<file path="src/logic/dma_chan_map.vh">
// register map, field positions, reset values and codes of the channel control
`ifndef DMA_CHAN_MAP_VH
`define DMA_CHAN_MAP_VH

// ----------------------------------------
// register byte offsets
// ----------------------------------------
`define OFS_CTRL 8'h00
`define OFS_SRC 8'h04
`define OFS_DST 8'h08
`define OFS_STAT 8'h0c

// ----------------------------------------
// control register fields
// ----------------------------------------
`define CTL_RSV_HI 21
`define CTL_RSV_LO 18
`define CTL_ACK_CYC 17
`define CTL_ACK_POL 16
`define CTL_DM_HI 15
`define CTL_DM_LO 14
`define CTL_SM_HI 13
`define CTL_SM_LO 12
`define CTL_RS_HI 11
`define CTL_RS_LO 8
`define CTL_SZ_HI 4
`define CTL_SZ_LO 3
`define CTL_EN 0

// ----------------------------------------
// reset values
// ----------------------------------------
`define CTRL_RST 32'h0000_0000
`define ADDR_RST 32'h0000_0000

// ----------------------------------------
// step modes and unit sizes
// ----------------------------------------
`define STEP_FIX 2'h0
`define STEP_INC 2'h1
`define STEP_DEC 2'h2
`define STEP_RSV 2'h3
`define SZ_8 2'h0
`define SZ_16 2'h1
`define SZ_32 2'h2
`define SZ_128 2'h3

// ----------------------------------------
// request source codes
// ----------------------------------------
`define RS_EXT_DUAL 4'h0
`define RS_EXT_TO_DEV 4'h2
`define RS_DEV_TO_EXT 4'h3
`define RS_AUTO 4'h4

// ----------------------------------------
// buffer depth
// ----------------------------------------
`define BUF_DEPTH 2'h2

`endif

</file>
<file path="src/logic/dma_chan_addr_ack_control.v">
// channel control register, address stepping and acknowledge strobe
//
// The address-and-strobe port and the register addresses were decided locally.
`timescale 1ns/10ps
`include "dma_chan_map.vh"

// What this block does
// - reserved control bits 21..18 read zero; software writes zero there
// - dual address: ack strobe in read cycle if cycle-select 0, write cycle if 1
// - single address: ack strobe for every transfer, cycle-select ignored
// - ack cycle and polarity bits exist only in channels 0 and 1
// - polarity bit 0 gives active-low strobe, 1 gives active-high
// - destination mode 01 adds 1, 2, 4 or 16 per unit
// - destination mode 10 subtracts 1, 2 or 4; illegal for 16-byte units
// - single address towards strobed device ignores destination mode
// - source mode field selects fixed, increment or decrement
// - source mode 01 adds 1, 2, 4 or 16; mode 10 subtracts 1, 2, 4
// - single address from strobed device ignores source mode
// - four-bit request source field chooses which requests are accepted
// - codes 0000 dual external, 0010/0011 single external, 0100 auto
// - single address with strobed device ignores destination address register

module dma_chan_addr_ack_control #(
	parameter CHANNEL = 0
) (
	input wire core_clk_i,
	input wire resetn_i,
	input wire ce_i,
	input wire [7:0] reg_addr_i,
	input wire [31:0] reg_wdata_i,
	input wire reg_wr_i,
	input wire reg_rd_i,
	output reg [31:0] reg_rdata_o,
	input wire dreq_i,
	input wire in_valid_i,
	input wire [31:0] in_data_i,
	output wire in_ready_o,
	output wire out_valid_o,
	output wire [31:0] out_data_o,
	input wire out_ready_i,
	output reg [31:0] src_addr_o,
	output reg [31:0] dst_addr_o,
	output reg dst_addr_used_o,
	output reg transfer_ack_strobe_o
);

// ----------------------------------------
// helpers
// ----------------------------------------
function [31:0] unit_step;
	input [1:0] size;
	begin
		case (size)
			`SZ_8: unit_step = 32'h0000_0001;
			`SZ_16: unit_step = 32'h0000_0002;
			`SZ_32: unit_step = 32'h0000_0004;
			default: unit_step = 32'h0000_0010;
		endcase
	end
endfunction

// decrement of a 16-byte unit is illegal, so the address is held instead
function [31:0] stepped_addr;
	input [31:0] addr;
	input [1:0] mode;
	input [1:0] size;
	begin
		case (mode)
			`STEP_INC: stepped_addr = addr + unit_step(size);
			`STEP_DEC: stepped_addr = (size == `SZ_128) ? addr : addr - unit_step(size);
			default: stepped_addr = addr;
		endcase
	end
endfunction

function bad_mode;
	input [1:0] mode;
	input [1:0] size;
	begin
		bad_mode = (mode == `STEP_RSV) ||
			(size == `SZ_128 && mode != `STEP_INC);
	end
endfunction

// ----------------------------------------
// control fields
// ----------------------------------------
localparam HAS_ACK = (CHANNEL == 0) || (CHANNEL == 1);

reg ack_cycle_select;
reg ack_polarity;
reg dest_step_mode_hi;
reg dest_step_mode_lo;
reg src_step_mode_hi;
reg src_step_mode_lo;
reg req_source_sel_3;
reg req_source_sel_2;
reg req_source_sel_1;
reg req_source_sel_0;
reg [1:0] unit_size;
reg channel_enable_bit;

wire [1:0] dest_mode;
wire [1:0] src_mode;
wire [3:0] req_sel;
wire [31:0] ctrl_view;

assign dest_mode = {dest_step_mode_hi, dest_step_mode_lo};
assign src_mode = {src_step_mode_hi, src_step_mode_lo};
assign req_sel = {req_source_sel_3, req_source_sel_2,
	req_source_sel_1, req_source_sel_0};

// reserved bits are never stored and read back as zero
assign ctrl_view = {10'h000, 4'h0, ack_cycle_select, ack_polarity,
	dest_mode, src_mode, req_sel, 3'h0, unit_size, 2'h0, channel_enable_bit};

// ----------------------------------------
// request pin synchroniser, three stages
// ----------------------------------------
reg dreq_s1;
reg dreq_s2;
reg dreq_s3;
reg dreq_level;

always @(posedge core_clk_i or negedge resetn_i)
begin
	if (!resetn_i)
	begin
		dreq_s1 <= 1'b0;
		dreq_s2 <= 1'b0;
		dreq_s3 <= 1'b0;
		dreq_level <= 1'b0;
	end
	else if (ce_i)
	begin
		dreq_s1 <= dreq_i;
		dreq_s2 <= dreq_s1;
		dreq_s3 <= dreq_s2;
		// waiting for two stages to agree means a one-cycle pin glitch is never taken
		if (dreq_s2 == dreq_s3)
			dreq_level <= dreq_s3;
	end
end

// ----------------------------------------
// request source decode
// ----------------------------------------
reg mode_dual;
reg mode_to_dev;
reg mode_from_dev;
reg mode_auto;

always @*
begin
	mode_dual = 1'b0;
	mode_to_dev = 1'b0;
	mode_from_dev = 1'b0;
	mode_auto = 1'b0;
	case (req_sel)
		`RS_EXT_DUAL: mode_dual = 1'b1;
		`RS_EXT_TO_DEV: mode_to_dev = 1'b1;
		`RS_DEV_TO_EXT: mode_from_dev = 1'b1;
		`RS_AUTO: mode_auto = 1'b1;
		default: mode_dual = 1'b0;
	endcase
end

wire single_mode;
wire req_ok;
reg allow;

assign single_mode = mode_to_dev | mode_from_dev;
// reserved codes accept no request at all
assign req_ok = mode_auto | ((mode_dual | single_mode) & dreq_level);

// ----------------------------------------
// buffer in the data path
// ----------------------------------------
wire buf_ready;
wire buf_valid;
wire [1:0] buf_count;
wire push;
wire pop;

assign in_ready_o = buf_ready;
assign out_valid_o = buf_valid;
assign push = in_valid_i & buf_ready;
assign pop = buf_valid & out_ready_i;

unit_skid_buffer u_buf (
	.core_clk_i(core_clk_i),
	.resetn_i(resetn_i),
	.ce_i(ce_i),
	.allow_i(allow),
	.in_valid_i(in_valid_i),
	.in_data_i(in_data_i),
	.in_ready_o(buf_ready),
	.out_valid_o(buf_valid),
	.out_data_o(out_data_o),
	.out_ready_i(out_ready_i),
	.count_o(buf_count)
);

// ----------------------------------------
// acknowledge timing
// ----------------------------------------
reg ack_event;

always @*
begin
	if (single_mode)
		ack_event = pop;
	else if (ack_cycle_select)
		ack_event = pop;
	else
		ack_event = push;
end

// ----------------------------------------
// register writes, counters, strobe
// ----------------------------------------
wire wr_ctrl;
wire wr_src;
wire wr_dst;

assign wr_ctrl = reg_wr_i && (reg_addr_i == `OFS_CTRL);
assign wr_src = reg_wr_i && (reg_addr_i == `OFS_SRC);
assign wr_dst = reg_wr_i && (reg_addr_i == `OFS_DST);

always @(posedge core_clk_i or negedge resetn_i)
begin
	if (!resetn_i)
	begin
		ack_cycle_select <= 1'b0;
		ack_polarity <= 1'b0;
		dest_step_mode_hi <= 1'b0;
		dest_step_mode_lo <= 1'b0;
		src_step_mode_hi <= 1'b0;
		src_step_mode_lo <= 1'b0;
		req_source_sel_3 <= 1'b0;
		req_source_sel_2 <= 1'b0;
		req_source_sel_1 <= 1'b0;
		req_source_sel_0 <= 1'b0;
		unit_size <= 2'h0;
		channel_enable_bit <= 1'b0;
	end
	else if (ce_i && wr_ctrl)
	begin
		// channels without a strobe keep these bits at zero
		ack_cycle_select <= HAS_ACK && reg_wdata_i[`CTL_ACK_CYC];
		ack_polarity <= HAS_ACK && reg_wdata_i[`CTL_ACK_POL];
		dest_step_mode_hi <= reg_wdata_i[`CTL_DM_HI];
		dest_step_mode_lo <= reg_wdata_i[`CTL_DM_LO];
		src_step_mode_hi <= reg_wdata_i[`CTL_SM_HI];
		src_step_mode_lo <= reg_wdata_i[`CTL_SM_LO];
		req_source_sel_3 <= reg_wdata_i[`CTL_RS_HI];
		req_source_sel_2 <= reg_wdata_i[`CTL_RS_LO + 2];
		req_source_sel_1 <= reg_wdata_i[`CTL_RS_LO + 1];
		req_source_sel_0 <= reg_wdata_i[`CTL_RS_LO];
		unit_size <= reg_wdata_i[`CTL_SZ_HI:`CTL_SZ_LO];
		channel_enable_bit <= reg_wdata_i[`CTL_EN];
	end
end

// addresses step once per unit delivered; software writes take priority
always @(posedge core_clk_i or negedge resetn_i)
begin
	if (!resetn_i)
	begin
		src_addr_o <= `ADDR_RST;
		dst_addr_o <= `ADDR_RST;
	end
	else if (ce_i)
	begin
		if (wr_src)
			src_addr_o <= reg_wdata_i;
		else if (pop && !mode_from_dev)
			src_addr_o <= stepped_addr(src_addr_o, src_mode, unit_size);
		if (wr_dst)
			dst_addr_o <= reg_wdata_i;
		else if (pop && !mode_to_dev)
			dst_addr_o <= stepped_addr(dst_addr_o, dest_mode, unit_size);
	end
end

always @(posedge core_clk_i or negedge resetn_i)
begin
	if (!resetn_i)
	begin
		allow <= 1'b0;
		dst_addr_used_o <= 1'b1;
		transfer_ack_strobe_o <= 1'b1;
	end
	else if (ce_i)
	begin
		allow <= channel_enable_bit & req_ok;
		dst_addr_used_o <= !single_mode;
		// polarity is applied at this flop, so a new level shows one cycle after the write
		if (!HAS_ACK)
			transfer_ack_strobe_o <= 1'b1;
		else if (ce_i && ack_event)
			transfer_ack_strobe_o <= ack_polarity;
		else
			transfer_ack_strobe_o <= ~ack_polarity;
	end
end

// ----------------------------------------
// register reads, data in the next cycle only
// ----------------------------------------
wire [31:0] stat_view;

// a reserved step code, or a 16-byte unit set to any mode but increment, shows here unless single address ignores that side's mode
assign stat_view = {26'h0000000,
	bad_mode(dest_mode, unit_size) & !mode_to_dev,
	bad_mode(src_mode, unit_size) & !mode_from_dev,
	dreq_level, allow, buf_count};

always @(posedge core_clk_i or negedge resetn_i)
begin
	if (!resetn_i)
		reg_rdata_o <= 32'h0000_0000;
	else if (ce_i)
	begin
		if (!reg_rd_i)
			reg_rdata_o <= 32'h0000_0000;
		else
		begin
			case (reg_addr_i)
				`OFS_CTRL: reg_rdata_o <= ctrl_view;
				`OFS_SRC: reg_rdata_o <= src_addr_o;
				`OFS_DST: reg_rdata_o <= dst_addr_o;
				`OFS_STAT: reg_rdata_o <= stat_view;
				default: reg_rdata_o <= 32'h0000_0000;
			endcase
		end
	end
end

endmodule

</file>
<file path="src/logic/unit_skid_buffer.v">
// two-entry buffer between the accepting side and the delivering side
`timescale 1ns/10ps
`include "dma_chan_map.vh"

module unit_skid_buffer (
	input wire core_clk_i,
	input wire resetn_i,
	input wire ce_i,
	input wire allow_i,
	input wire in_valid_i,
	input wire [31:0] in_data_i,
	output reg in_ready_o,
	output reg out_valid_o,
	output reg [31:0] out_data_o,
	input wire out_ready_i,
	output reg [1:0] count_o
);

reg [31:0] skid;
reg [1:0] next_count;
wire push;
wire pop;

assign push = in_valid_i & in_ready_o;
assign pop = out_valid_o & out_ready_i;

always @*
begin
	next_count = count_o;
	if (push & ~pop)
		next_count = count_o + 2'h1;
	else if (pop & ~push)
		next_count = count_o - 2'h1;
end

// ----------------------------------------
// storage; ready is registered so a full buffer stalls the source
// ----------------------------------------
always @(posedge core_clk_i or negedge resetn_i)
begin
	if (!resetn_i)
	begin
		count_o <= 2'h0;
		in_ready_o <= 1'b0;
		out_valid_o <= 1'b0;
		out_data_o <= 32'h0000_0000;
		skid <= 32'h0000_0000;
	end
	else if (ce_i)
	begin
		count_o <= next_count;
		out_valid_o <= (next_count != 2'h0);
		in_ready_o <= allow_i & (next_count != `BUF_DEPTH);
		if (count_o == 2'h2 && pop)
			out_data_o <= skid;
		else if (push && (count_o == 2'h0 || pop))
			out_data_o <= in_data_i;
		else if (push)
			skid <= in_data_i;
	end
end

endmodule

</file>
<file path="config.mk">
export PLATFORM = sky130hd
export DESIGN_NAME = dma_chan_addr_ack_control
export DESIGN_NICKNAME = d
export VERILOG_FILES = /design/src/logic/dma_chan_addr_ack_control.v /design/src/logic/unit_skid_buffer.v
export VERILOG_INCLUDE_DIRS = /design/src /design/src/logic
export SDC_FILE = /design/constraint.sdc
export NUM_CORES = 1
export LEC_CHECK = 0
export BUFFER_PORTS_ARGS = -buffer_cell sky130_fd_sc_hd__buf_2
export CAP_MARGIN = 20
export CELL_PAD_IN_SITES_DETAIL_PLACEMENT = 0
export CELL_PAD_IN_SITES_GLOBAL_PLACEMENT = 1
export CORE_ASPECT_RATIO = 1.4
export CORE_MARGIN = 5
export CORE_UTILIZATION = 46
export CTS_CLUSTER_SIZE = 20
export DETAILED_ROUTE_END_ITERATION = 12
export PLACE_DENSITY_LB_ADDON = 0.1
export SLEW_MARGIN = 20
export SYNTH_ARGS = -nofsm -noshare
export SYNTH_HDL_FRONTEND = slang
export SYNTH_SLANG_ARGS = --single-unit
export TNS_END_PERCENT = 5
</file>
<file path="constraint.sdc">
create_clock -name core_clk_i -period 5.57 [get_ports core_clk_i]
set_input_delay 0.557 -clock core_clk_i [delete_from_list [all_inputs] [get_ports core_clk_i]]
set_output_delay 0.557 -clock core_clk_i [all_outputs]
set_load 0.05 [all_outputs]
</file>
# --- Word-level counts from Yosys, hierarchy flattened ---
# Cells that the tools add are included.
totals:
  reg_bits: 184
  in_bits: 80
  output_inout_bits: 132
  elab_cells: 142
op_classes:
  add_sub_neg: 6
  n_eq_ne: 22
  mux: 38
  bitwise: 17
  n_reduce_logical: 32
ops:
  columns: ["cell", "count"]
  rows:
  - ["2-to-1 mux 32 bit", 25]
  - ["one-hot mux 32 bit (2 select lines)", 2]
  - ["one-hot mux 32 bit (4 select lines)", 1]
  - ["adder 32 bit", 2]
  - ["subtractor 32 bit", 2]
  - ["== test 8 x 4 -> 1 bit (second input constant)", 2]
  - ["one-hot mux 5 bit (3 select lines)", 1]
  - ["== test 2 bit (second input constant)", 7]
  - ["AND reduction 4 bit", 3]
  - ["logical AND 1 bit", 11]
  - ["bitwise AND 1 bit", 9]
  - ["== test 4 x 2 -> 1 bit (second input constant)", 2]
  - ["== test 8 x 3 -> 1 bit (second input constant)", 1]
  - ["zero test 8 bit", 1]
  - ["nonzero test 2 bit", 4]
  - ["2-to-1 mux 1 bit", 7]
  - ["== test 2 x 1 -> 1 bit (second input constant)", 3]
  - ["!= test 3 bit (second input constant)", 2]
  - ["nonzero test 3 bit", 2]
  - ["NOT 1 bit", 5]
  - ["== test 4 x 3 -> 1 bit (second input constant)", 1]
  - ["zero test 2 bit", 2]
  - ["zero test 4 bit", 1]
  - ["2-to-1 mux 2 bit", 2]
  - ["9 further kinds", 17]

# --- Depth between registers and ports, before layout ---
# Gate-level depths: netlist of run 1.
depth:
  depth_word: 12
  depth_mapped: 14
  mapped_depth_nobuf: 13

# --- Modules after synthesis ---
# Synthesis of run 1 repeated with hierarchy kept, for this count alone.
unflattened:
  hier_cells: 1310
  area_unflattened_um2: 12015.3
modules_own_cells:
  columns: ["mod", "n_inst", "cells_each", "area_each_um2", "seq_area_each_um2"]
  rows:
  - ["dma_chan_addr_ack_control", 1, 1091, 9078.7, 2905.3]
  - ["unit_skid_buffer", 1, 219, 2936.6, 1701.6]

# --- Worst setup path after synthesis of run 1 ---
# No wires, ideal clock.
synth_path:
  path_type: "register to register"
  from: "register src_step_mode_lo"
  to: "register src_addr_o[31]"
  setup_time_ns: 0.137
  arrival_time_ns: 3.225
  required_time_ns: 5.433
  path_slack_ns: 2.209
  path_stages_with_launch: 15
  n_path_buf: 2
  synth_period_minus_slack_ns: 3.361
  cell_sequence: "dfrtp_1 -> nand2b_1 -> buf_2 -> inv_1 -> ha_1 -> buf_6 -> a21oi_1 -> o21ai_2 -> a2111oi_4 -> a211oi_2 -> o31ai_2 -> nor2b_4 -> o221ai_2 -> a211oi_1 -> a311oi_1"
synth_via:
  elab_chain_len: 4
  word_cells_on_any_way: 8
  cone_classes: "eq/ne (3); mux (3); reduce/logical (2)"
synth_rtl:
  columns: ["item", "line", "text"]
  rows:
  - ["from (decl)", "dma_chan_addr_ack_control.v:95", "reg src_step_mode_lo;"]
  - ["from (signal assigned)", "dma_chan_addr_ack_control.v:255", "src_step_mode_lo <= reg_wdata_i[`CTL_SM_LO];"]
  - ["== test 2 bit or == test 2 x 1 -> 1 bit (tied branches)", null, null]
  - ["one-hot mux 32 bit (2 select lines)", "dma_chan_addr_ack_control.v:68", "case (mode)"]
  - ["2-to-1 mux 32 bit", "dma_chan_addr_ack_control.v:277", "else if (pop && !mode_from_dev)"]
  - ["2-to-1 mux 32 bit", "dma_chan_addr_ack_control.v:275", "if (wr_src)"]
  - ["to (signal assigned)", "dma_chan_addr_ack_control.v:270", "src_addr_o <= `ADDR_RST;"]
  - ["to (signal assigned)", "dma_chan_addr_ack_control.v:276", "src_addr_o <= reg_wdata_i;"]
  - ["to (signal assigned)", "dma_chan_addr_ack_control.v:278", "src_addr_o <= stepped_addr(src_addr_o, src_mode, unit_size);"]
  - ["to (decl)", "dma_chan_addr_ack_control.v:41", "output reg [31:0] src_addr_o,"]
# Several ways; a longest one is shown, not always the timed one. The select of a mux whose other input is x is not followed.
# A chain may end at the register's enable or synchronous reset.

# --- Final worst setup path of run 1 ---
layout_path:
  from: "register src_step_mode_lo"
  to: "register src_addr_o[30]"
# Same word-level chain as after synthesis.

==> out/results.txt, run 1 <==
Status - finished, final reports clean
Pwr Density - 334 mW/mm²
Crit Path Max Fanout - 28
P_leak - 7.05 nW
Final hold vios - 0
Port Buffers - 211
Core region area - 0.0252 mm²
Layout cell share with drive strength beyond 1 - 22.7%
Die H - 198 µm
Fin crit share - 72.7%
Smallest hold slack - 0.0841 ns
Setup bufs post-CTS - 0
# clock sinks - 184
R2R Setup Slk - 1.52 ns
Layout Skew - 0.0109 ns
Vias post-DR - 10.1k
CTS tree - built
Ant diodes - 0
Fin area - 0.0136 mm²
CP Class - flip-flop to flip-flop
GPL Wtd Cong - 0.901
Number of synthesized register bits - 184
Vias/cell - 5.65
Crit. Startpoint - src_step_mode_lo
Final min period - 4.05 ns
TritonCTS Buffers - 17
Most common flop cell mapped by yosys - dfrtp_1
Initial drt markers - 466
Seq/Total Area, Yosys - 39.5%
Die width - 145 µm
Reg2reg end - src_addr_o[30]
Ports - 212
Drt first pass iters - 5
Worst slew margin - 33.2%
DP HPWL - 27500 µm
Worst Tran Pin Value - 1.00 ns
Gr ovfl total - 0
Nets@finish - 1607
Worst R2R Path Depth - 12
Startpoint Class - flip-flop
Post-synthesis area per instance - 9.07 µm²
DRT antenna net count - 0
Post-layout util - 54.1%
Number of enable flip-flop cells after synthesis - 0
Vias in the first global route - 9978
Cell variety after synth - 69
Total Negative Setup Slacks - 0 ns
Pin count of the biggest net entering global routing - 66
Post-cts sizing count - 0
WL/cell - 19.9 µm
Post-synth ARST share - 100%
Synth Net Count - 1433
FF-to-FF Start - src_step_mode_lo
Max Root-Sink Buffers - 2
Top post-synthesis cells by area - dfrtp_1 39%, ha_1 6.9%, o21ai_0 5.5%
# H-tree levels - 4
Std cell rows - 69
Max IR drop VDD - 0.000361 V
Unrepaired setup endpoints after global routing - no
Drt drc - 0
Synthesized area - 0.0117 mm²
Register area - 0.00461 mm²
Area delta synth->final - 16.8%
Final number of max-transition violations - 0
Hold buffer count at cts - 0
Yosys warns - 0
Reg clk slew, reported paths - 0.07 ns
Arr. time, crit path - 4.35 ns
Skew-Pair Late Insertion Delay - 0.44 ns
Max_cap viols - 0
Post-Syn Instances - 1287
Initial antenna violation count - 1
Cell Area, Placed - 0.0130 mm²
Achievable frequency - 247 MHz
GRT Util Overall - 24.9%
HP Class - input pin to async pin
Synth area leader - dfrtp_1
Multi-input logic area - 0.00661 mm²
Clock root buffer - clkbuf_16
Top-area cell type share of the netlist area - 39.0%
# fillers - 2406
First-pass GRT wire length - 56000 µm
Worst Path Required - 5.87 ns
# setup viols final - 0
Total power - 4.56 mW
Die area - 0.0287 mm²
Critical path endpoint - src_addr_o[30]
Starting Density - 46.3%
CP Capture Type - flip-flop
Routed WL - 35600 µm
[cell families (layout without fill, tap and decap cells)]
family	after synthesis	after routing	synth area share [%]
and+or+nand+nor	351	351	13.8
xor gates and xnor gates	52	52	3.90
adders and majority gates	66	66	7.20
AOI/OAI and AO/OA	406	406	21.5
buffers and inverters	122	309	4.14
DFF	184	184	39.5
muxes	106	106	9.97
[synthesized netlist by cell type, types with 3 or more instances]
master,instances
and3_1,22
nor2b_1,9
ha_1,64
o211ai_1,9
nand2_1,142
o21ai_1,13
a22o_1,3
buf_2,11
a31oi_1,9
xor2_1,21
and2_1,14
nand3_1,40
mux2i_1,51
a21o_1,29
nor3_1,17
a21oi_1,114
a211oi_1,8
o31a_1,3
buf_1,6
nand4_1,8
mux2_2,51
and4_1,3
nor2_1,78
a22oi_1,17
o21bai_1,10
o21ai_0,128
o21a_1,9
inv_1,55
o22ai_1,19
clkbuf_1,48
o31ai_1,3
mux4_2,3
nand2b_1,8
a211oi_2,6
dfrtp_1,182
xnor2_1,31
[power breakdown]
group          internal (mW)  switching, mW  leakage, nW  total (mW)
logic                  0.417           1.08         4.25        1.50
clock network          0.815          0.544        0.323        1.36
registers               1.54          0.161         2.48        1.70
total                   2.77           1.79         7.05        4.56
[state kept, by name, indices dropped and copies added, names as in the netlist, 2 cells and up]
name and cells:
u_buf.out_data_o 32, unit_size 2, u_buf.count_o 2, u_buf.skid 32
src_addr_o 32, dst_addr_o 32, reg_rdata_o 32
[metrics by stage]
stage,setup slack (ns),instances
floorplan,2.21,1287
global placement,1.62,1761
detailed placement,1.57,1761
CTS,1.55,1793
global route,1.25,1793
finish,1.52,1793
[area by class of cell]
| class | count | share of cell area (%) |
|---|---|---|
| clock inverter | 13 | 1.56 |
| sequential | 184 | 33.8 |
| timing repair buffer | 222 | 8.42 |
| tap | 319 | 2.93 |
| inverter | 55 | 1.51 |
| clock buffer | 19 | 3.25 |
| multi-input combinational | 981 | 48.5 |
[cells in the final DEF (no fill, tap or decap), types with 8 or more instances in the layout]
cell / n
nand2_1: 140
a211oi_1: 8
a31oi_1: 9
o21a_1: 9
o21bai_1: 10
buf_2: 210
xor2_1: 21
nor2b_1: 9
o21ai_0: 128
and3_1: 22
a22oi_1: 17
mux2_2: 51
and2_1: 14
mux2i_1: 51
nor3_1: 17
dfrtp_1: 182
inv_1: 55
nand2b_1: 8
o21ai_1: 11
nand4_1: 8
o211ai_1: 9
nor2_1: 78
xnor2_1: 31
nand3_1: 40
a21o_1: 29
clkbuf_16: 17
ha_1: 64
o22ai_1: 19
a21oi_1: 114
buf_4: 11
[how the worst min path moves through the flow]
stage,endpoint,from,cells after the start,slack [ns]
finish,u_buf.out_data_o[26],resetn_i,1,0.08
CTS,u_buf.out_data_o[26],resetn_i,1,0.12
floorplan,ack_cycle_select,resetn_i,0,0.26
global placement,u_buf.out_data_o[19],u_buf.out_data_o[19],2,0.46
global route,u_buf.out_data_o[26],resetn_i,1,0.14
detailed placement,u_buf.out_data_o[29],u_buf.out_data_o[29],2,0.46
[routing by layer]
| layer | part of all wire [%] | track usage, % | vias up |
|---|---|---|---|
| met4 | 2.9 | 8.57 | 2 |
| li1 | - | - | 4978 |
| met2 | 49 | 41.8 | 268 |
| met5 | 0.020 | 0 | - |
| met3 | 4.8 | 3.54 | 51 |
| met1 | 43 | 33.0 | 4825 |
[critical path, cell delays in order, from the launching register on]
cell and delay [ns]:
dfrtp_1 0.43, nand2b_1 0.31, inv_1 0.80, ha_1 0.43, a21o_1 0.17, a21o_1 0.19, a221oi_2 0.40, o31ai_2 0.20
a211oi_2 0.32, o21ai_1 0.16, a31oi_1 0.23, xor2_1 0.20, a21oi_1 0.09
(Power assumes the default switching activity.)
==> run 2, diff against run 1 <==
--- a/config.mk
+++ b/config.mk
@@ -6,13 +6,14 @@
 export SDC_FILE = /design/constraint.sdc
 export NUM_CORES = 1
 export LEC_CHECK = 0
+export ABC_AREA = 1
 export BUFFER_PORTS_ARGS = -buffer_cell sky130_fd_sc_hd__buf_2
 export CAP_MARGIN = 20
 export CELL_PAD_IN_SITES_DETAIL_PLACEMENT = 0
 export CELL_PAD_IN_SITES_GLOBAL_PLACEMENT = 1
 export CORE_ASPECT_RATIO = 1.4
 export CORE_MARGIN = 5
-export CORE_UTILIZATION = 46
+export CORE_UTILIZATION = 41
 export CTS_CLUSTER_SIZE = 20
 export DETAILED_ROUTE_END_ITERATION = 12
 export PLACE_DENSITY_LB_ADDON = 0.1
==> constraint.sdc (replaced) <==
create_clock -name core_clk_i -period 3.85 [get_ports core_clk_i]
set_input_delay 0.385 -clock core_clk_i [delete_from_list [all_inputs] [get_ports core_clk_i]]
set_output_delay 0.385 -clock core_clk_i [all_outputs]
set_load 0.05 [all_outputs]
==> out/results.txt, run 2 <==
Final min period - 3.11 ns (-0.936 ns)
Cell mode on critical path - nand2_1
Vias post-DR - 13.4k (+32%)
Sw Ratio - 40.5% (+1.3 points)
WL/cell - 16.8 µm (-15%)
Skew-Pair Late Insertion Delay - 0.45 ns (about the same)
Max Root-Sink Buffers - 2 (unchanged)
Post-synth top cells - 806 x nand2_1, 324 x inv_1, 182 x dfrtp_1
Starting Density - 41.4% (-4.9 points)
Max IR drop VDD - 0.000275 V (-24%)
Routed WL - 45500 µm (+28%)
Top post-synthesis cells by area - dfrtp_1 34%, nand2_1 23%, inv_1 9.1%
Cell variety after synth - 42 (-39%)
Reg2reg end - src_addr_o[29]
Commonest non-fill, non-tap cell in the layout - nand2_1
Worst Tran Pin Value - 0.855 ns (-0.146 ns)
Pin count of the biggest net entering global routing - 82 (+24%)
Synth area leader - dfrtp_1
Largest delay share family, worst path - simple AND/OR/NAND/NOR gates
Number of synthesized register bits - 184 (unchanged)
Unrepaired setup endpoints after global routing - no
Pwr Density - 440 mW/mm² (+32%)
CTS tree - built
Drt drc - 0 (unchanged)
Die area - 0.0365 mm² (+27%)
Port Buffers - 211 (unchanged)
Power share of the clock group - 27.3% (-2.5 points)
Initial drt markers - 1032 (+120%)
CP Class - flip-flop to flip-flop
Min-delay src - dreq_i
P_leak - 9.13 nW (+30%)
Vias in the first global route - 12.9k (+29%)
Ports - 212 (unchanged)
Most common cell in the synthesized netlist - nand2_1
Post-Syn Instances - 2064 (+60%)
Layout Skew - 0.0111 ns (+0.000281 ns)
Hold Path End - dreq_s1
Crit path buffers/inverters - 4 (+3)
# fillers - 3515 (+46%)
Die width - 163 µm (+13%)
CP Capture Type - flip-flop
Nets@finish - 2399 (+49%)
Slowest cell delay on critical path - 0.38 ns (-0.42 ns)
Final number of max-transition violations - 0 (unchanged)
Status - finished, final reports clean
FF-to-FF Start - src_step_mode_hi
Layout cell share with drive strength beyond 1 - 12.5% (-10 points)
Max_cap viols - 0 (unchanged)
Most common flop cell mapped by yosys - dfrtp_1
Setup bufs post-CTS - 0 (unchanged)
Drt first pass iters - 8 (+3)
Worst slew margin - 43.0% (+9.7 points)
TritonCTS Buffers - 17 (unchanged)
Reg clk slew, reported paths - 0.08 ns (about the same)
Std cell rows - 78 (+13%)
DRT antenna net count - 0 (unchanged)
First-pass GRT wire length - 71300 µm (+27%)
Gr ovfl total - 0 (unchanged)
Total Negative Setup Slacks - 0 ns (unchanged)
Crit Path Max Fanout - 28 (unchanged)
GPL Wtd Cong - 0.931 (+3.3%)
Fin crit share - 80.9% (+8.2 points)
HP Class - input pin to flip-flop
Internal power - 4.07 mW (+47%)
Synthesized area - 0.0134 mm² (+15%)
Slowest cell on crit path - dfrtp_1
Initial antenna violation count - 4 (+3)
GRT Util Overall - 24.8% (-0.098 points)
Area delta synth->final - 15.7%
Comb power frac - 35.0% (+2.1 points)
Vias/cell - 4.95 (-12%)
R2R Setup Slk - 0.74 ns (-0.78 ns)
Startpoint Class - flip-flop
Total power - 6.84 mW (+50%)
# setup viols final - 0 (unchanged)
Clock root buffer - clkbuf_16
Top-area cell type share of the netlist area - 34.0% (-5.1 points)
DP HPWL - 36500 µm (+33%)
Post-synth ARST share - 100% (unchanged)
Achievable frequency - 321 MHz (+30%)
Most frequent cells in the layout - 805 x nand2_1, 324 x inv_1, 210 x buf_2
Post-synthesis area per instance - 6.50 µm² (-28%)
Final hold vios - 0 (unchanged)
# H-tree levels - 4 (unchanged)
Arr. time, crit path - 3.46 ns (-0.89 ns)
# clock sinks - 184 (unchanged)
Core region area - 0.0324 mm² (+29%)
Yosys warns - 0 (unchanged)
Sequential Power Share - 37.7% (+0.4 points)
Number of enable flip-flop cells after synthesis - 0 (unchanged)
Switch Pwr - 2.77 mW (+55%)
Seq/Total Area, Yosys - 34.3% (-5.1 points)
Die H - 224 µm (+13%)
Post-cts sizing count - 0 (unchanged)
Cells along the critical path - inv_1 > nor2_2 > buf_4 > inv_1 > o21ai_0 > ha_1 > nand2_1 > nand2_1 > inv_1 > nand2_1 > nand2_1 > nand2_1 > nand2_1 > nand2_1 > nand2_1 > nand2_1 > nand2_1 > nand3_1 > nand2_1 > nand2_1
Hold-critical path depth - 3
Synth Net Count - 2210 (+54%)
Worst R2R Path Depth - 20 (+8)
Worst Path Required - 4.19 ns (-1.68 ns)
==> run 2: final cells by class <==
class / count / area [µm²] / area share [%]
Multi-Input combinational cell: 1493 / 7310 / 47.1
Timing Repair Buffer: 226 / 1190 / 7.68
Sequential cell: 184 / 4610 / 29.7
Clock buffer: 19 / 443 / 2.85
Inverter: 331 / 1250 / 8.03
Antenna cell: 2 / 5.00 / 0.0322
Tap cell: 440 / 551 / 3.55
Clock inverter: 12 / 166 / 1.07
==> run 2: metal layers <==
metal	share of wire, %	track usage, %	vias up
met5	0.029	0	-
met4	3.8	10.1	2
met3	4.3	2.93	87
met2	50	43.4	348
met1	42	31.1	6121
li1	-	-	6845
==> run 2: per-stage QoR <==
| step | cells | cell area [µm²] | util, % | hold slack, ns | worst slack [ns] |
|---|---|---|---|---|---|
| after detailed placement | 2673 | 14900 | 46.0 | 0.461 | 0.786 |
| after global routing | 2707 | 15500 | 47.9 | 0.147 | 0.414 |
| final | 2707 | 15500 | 47.9 | 0.137 | 0.736 |
| after CTS | 2705 | 15500 | 47.9 | 0.122 | 0.763 |
| after global placement | 2673 | 14900 | 46.0 | 0.457 | 0.790 |
| after floorplan | 2064 | 13400 | - | 0.0894 | 0.707 |
==> run 2: power groups by stage <==
stage / clock network, mW / logic, mW / registers (mW)
CTS: 1.91 / 2.42 / 2.58
global placement: 0 / 2.39 / 2.61
floorplan: 0 / 0.951 / 3.39
global route: 1.98 / 2.61 / 2.62
detailed placement: 0 / 2.41 / 2.62
finish: 1.87 / 2.39 / 2.58
==> run 2: how the worst max path moves through the flow <==
stage                                 to  slack, ns              start  cells past startpoint
after CTS                 src_addr_o[29]       0.76   src_step_mode_hi                     20
after floorplan           dst_addr_o[31]       0.71  dest_step_mode_hi                     17
final                     src_addr_o[29]       0.74   src_step_mode_hi                     20
after detailed placement  src_addr_o[29]       0.79   src_step_mode_hi                     20
after global routing      src_addr_o[21]       0.41   src_step_mode_hi                     20
after global placement    src_addr_o[29]       0.79   src_step_mode_lo                     19
==> run 2: cells by family after synthesis <==
kind of cell | count (synthesis) | synth area share [%]
buffers and inverters | 387 | 11.3
AND/OR/NAND/NOR | 1106 | 33.0
flip-flops | 184 | 34.3
adder cells (fa/ha/maj) | 66 | 6.27
XOR/XNOR | 28 | 1.83
AO/OA/AOI/OAI | 291 | 13.1
multiplexers | 2 | 0.168
==> run 2: worst min-delay path: cells and delay by family <==
| kind | cells | cell delay (ns) |
|---|---|---|
| and+or+nand+nor | 2 | 0.09 |
| buffers and inverters | 1 | 0.08 |
==> run 2: what timing repair did <==
action | in CTS | in global routing
endpoints found under the setup margin | 0 | 0
hold buffers | 1 | 0
hold endpoints to repair | 2 | 0
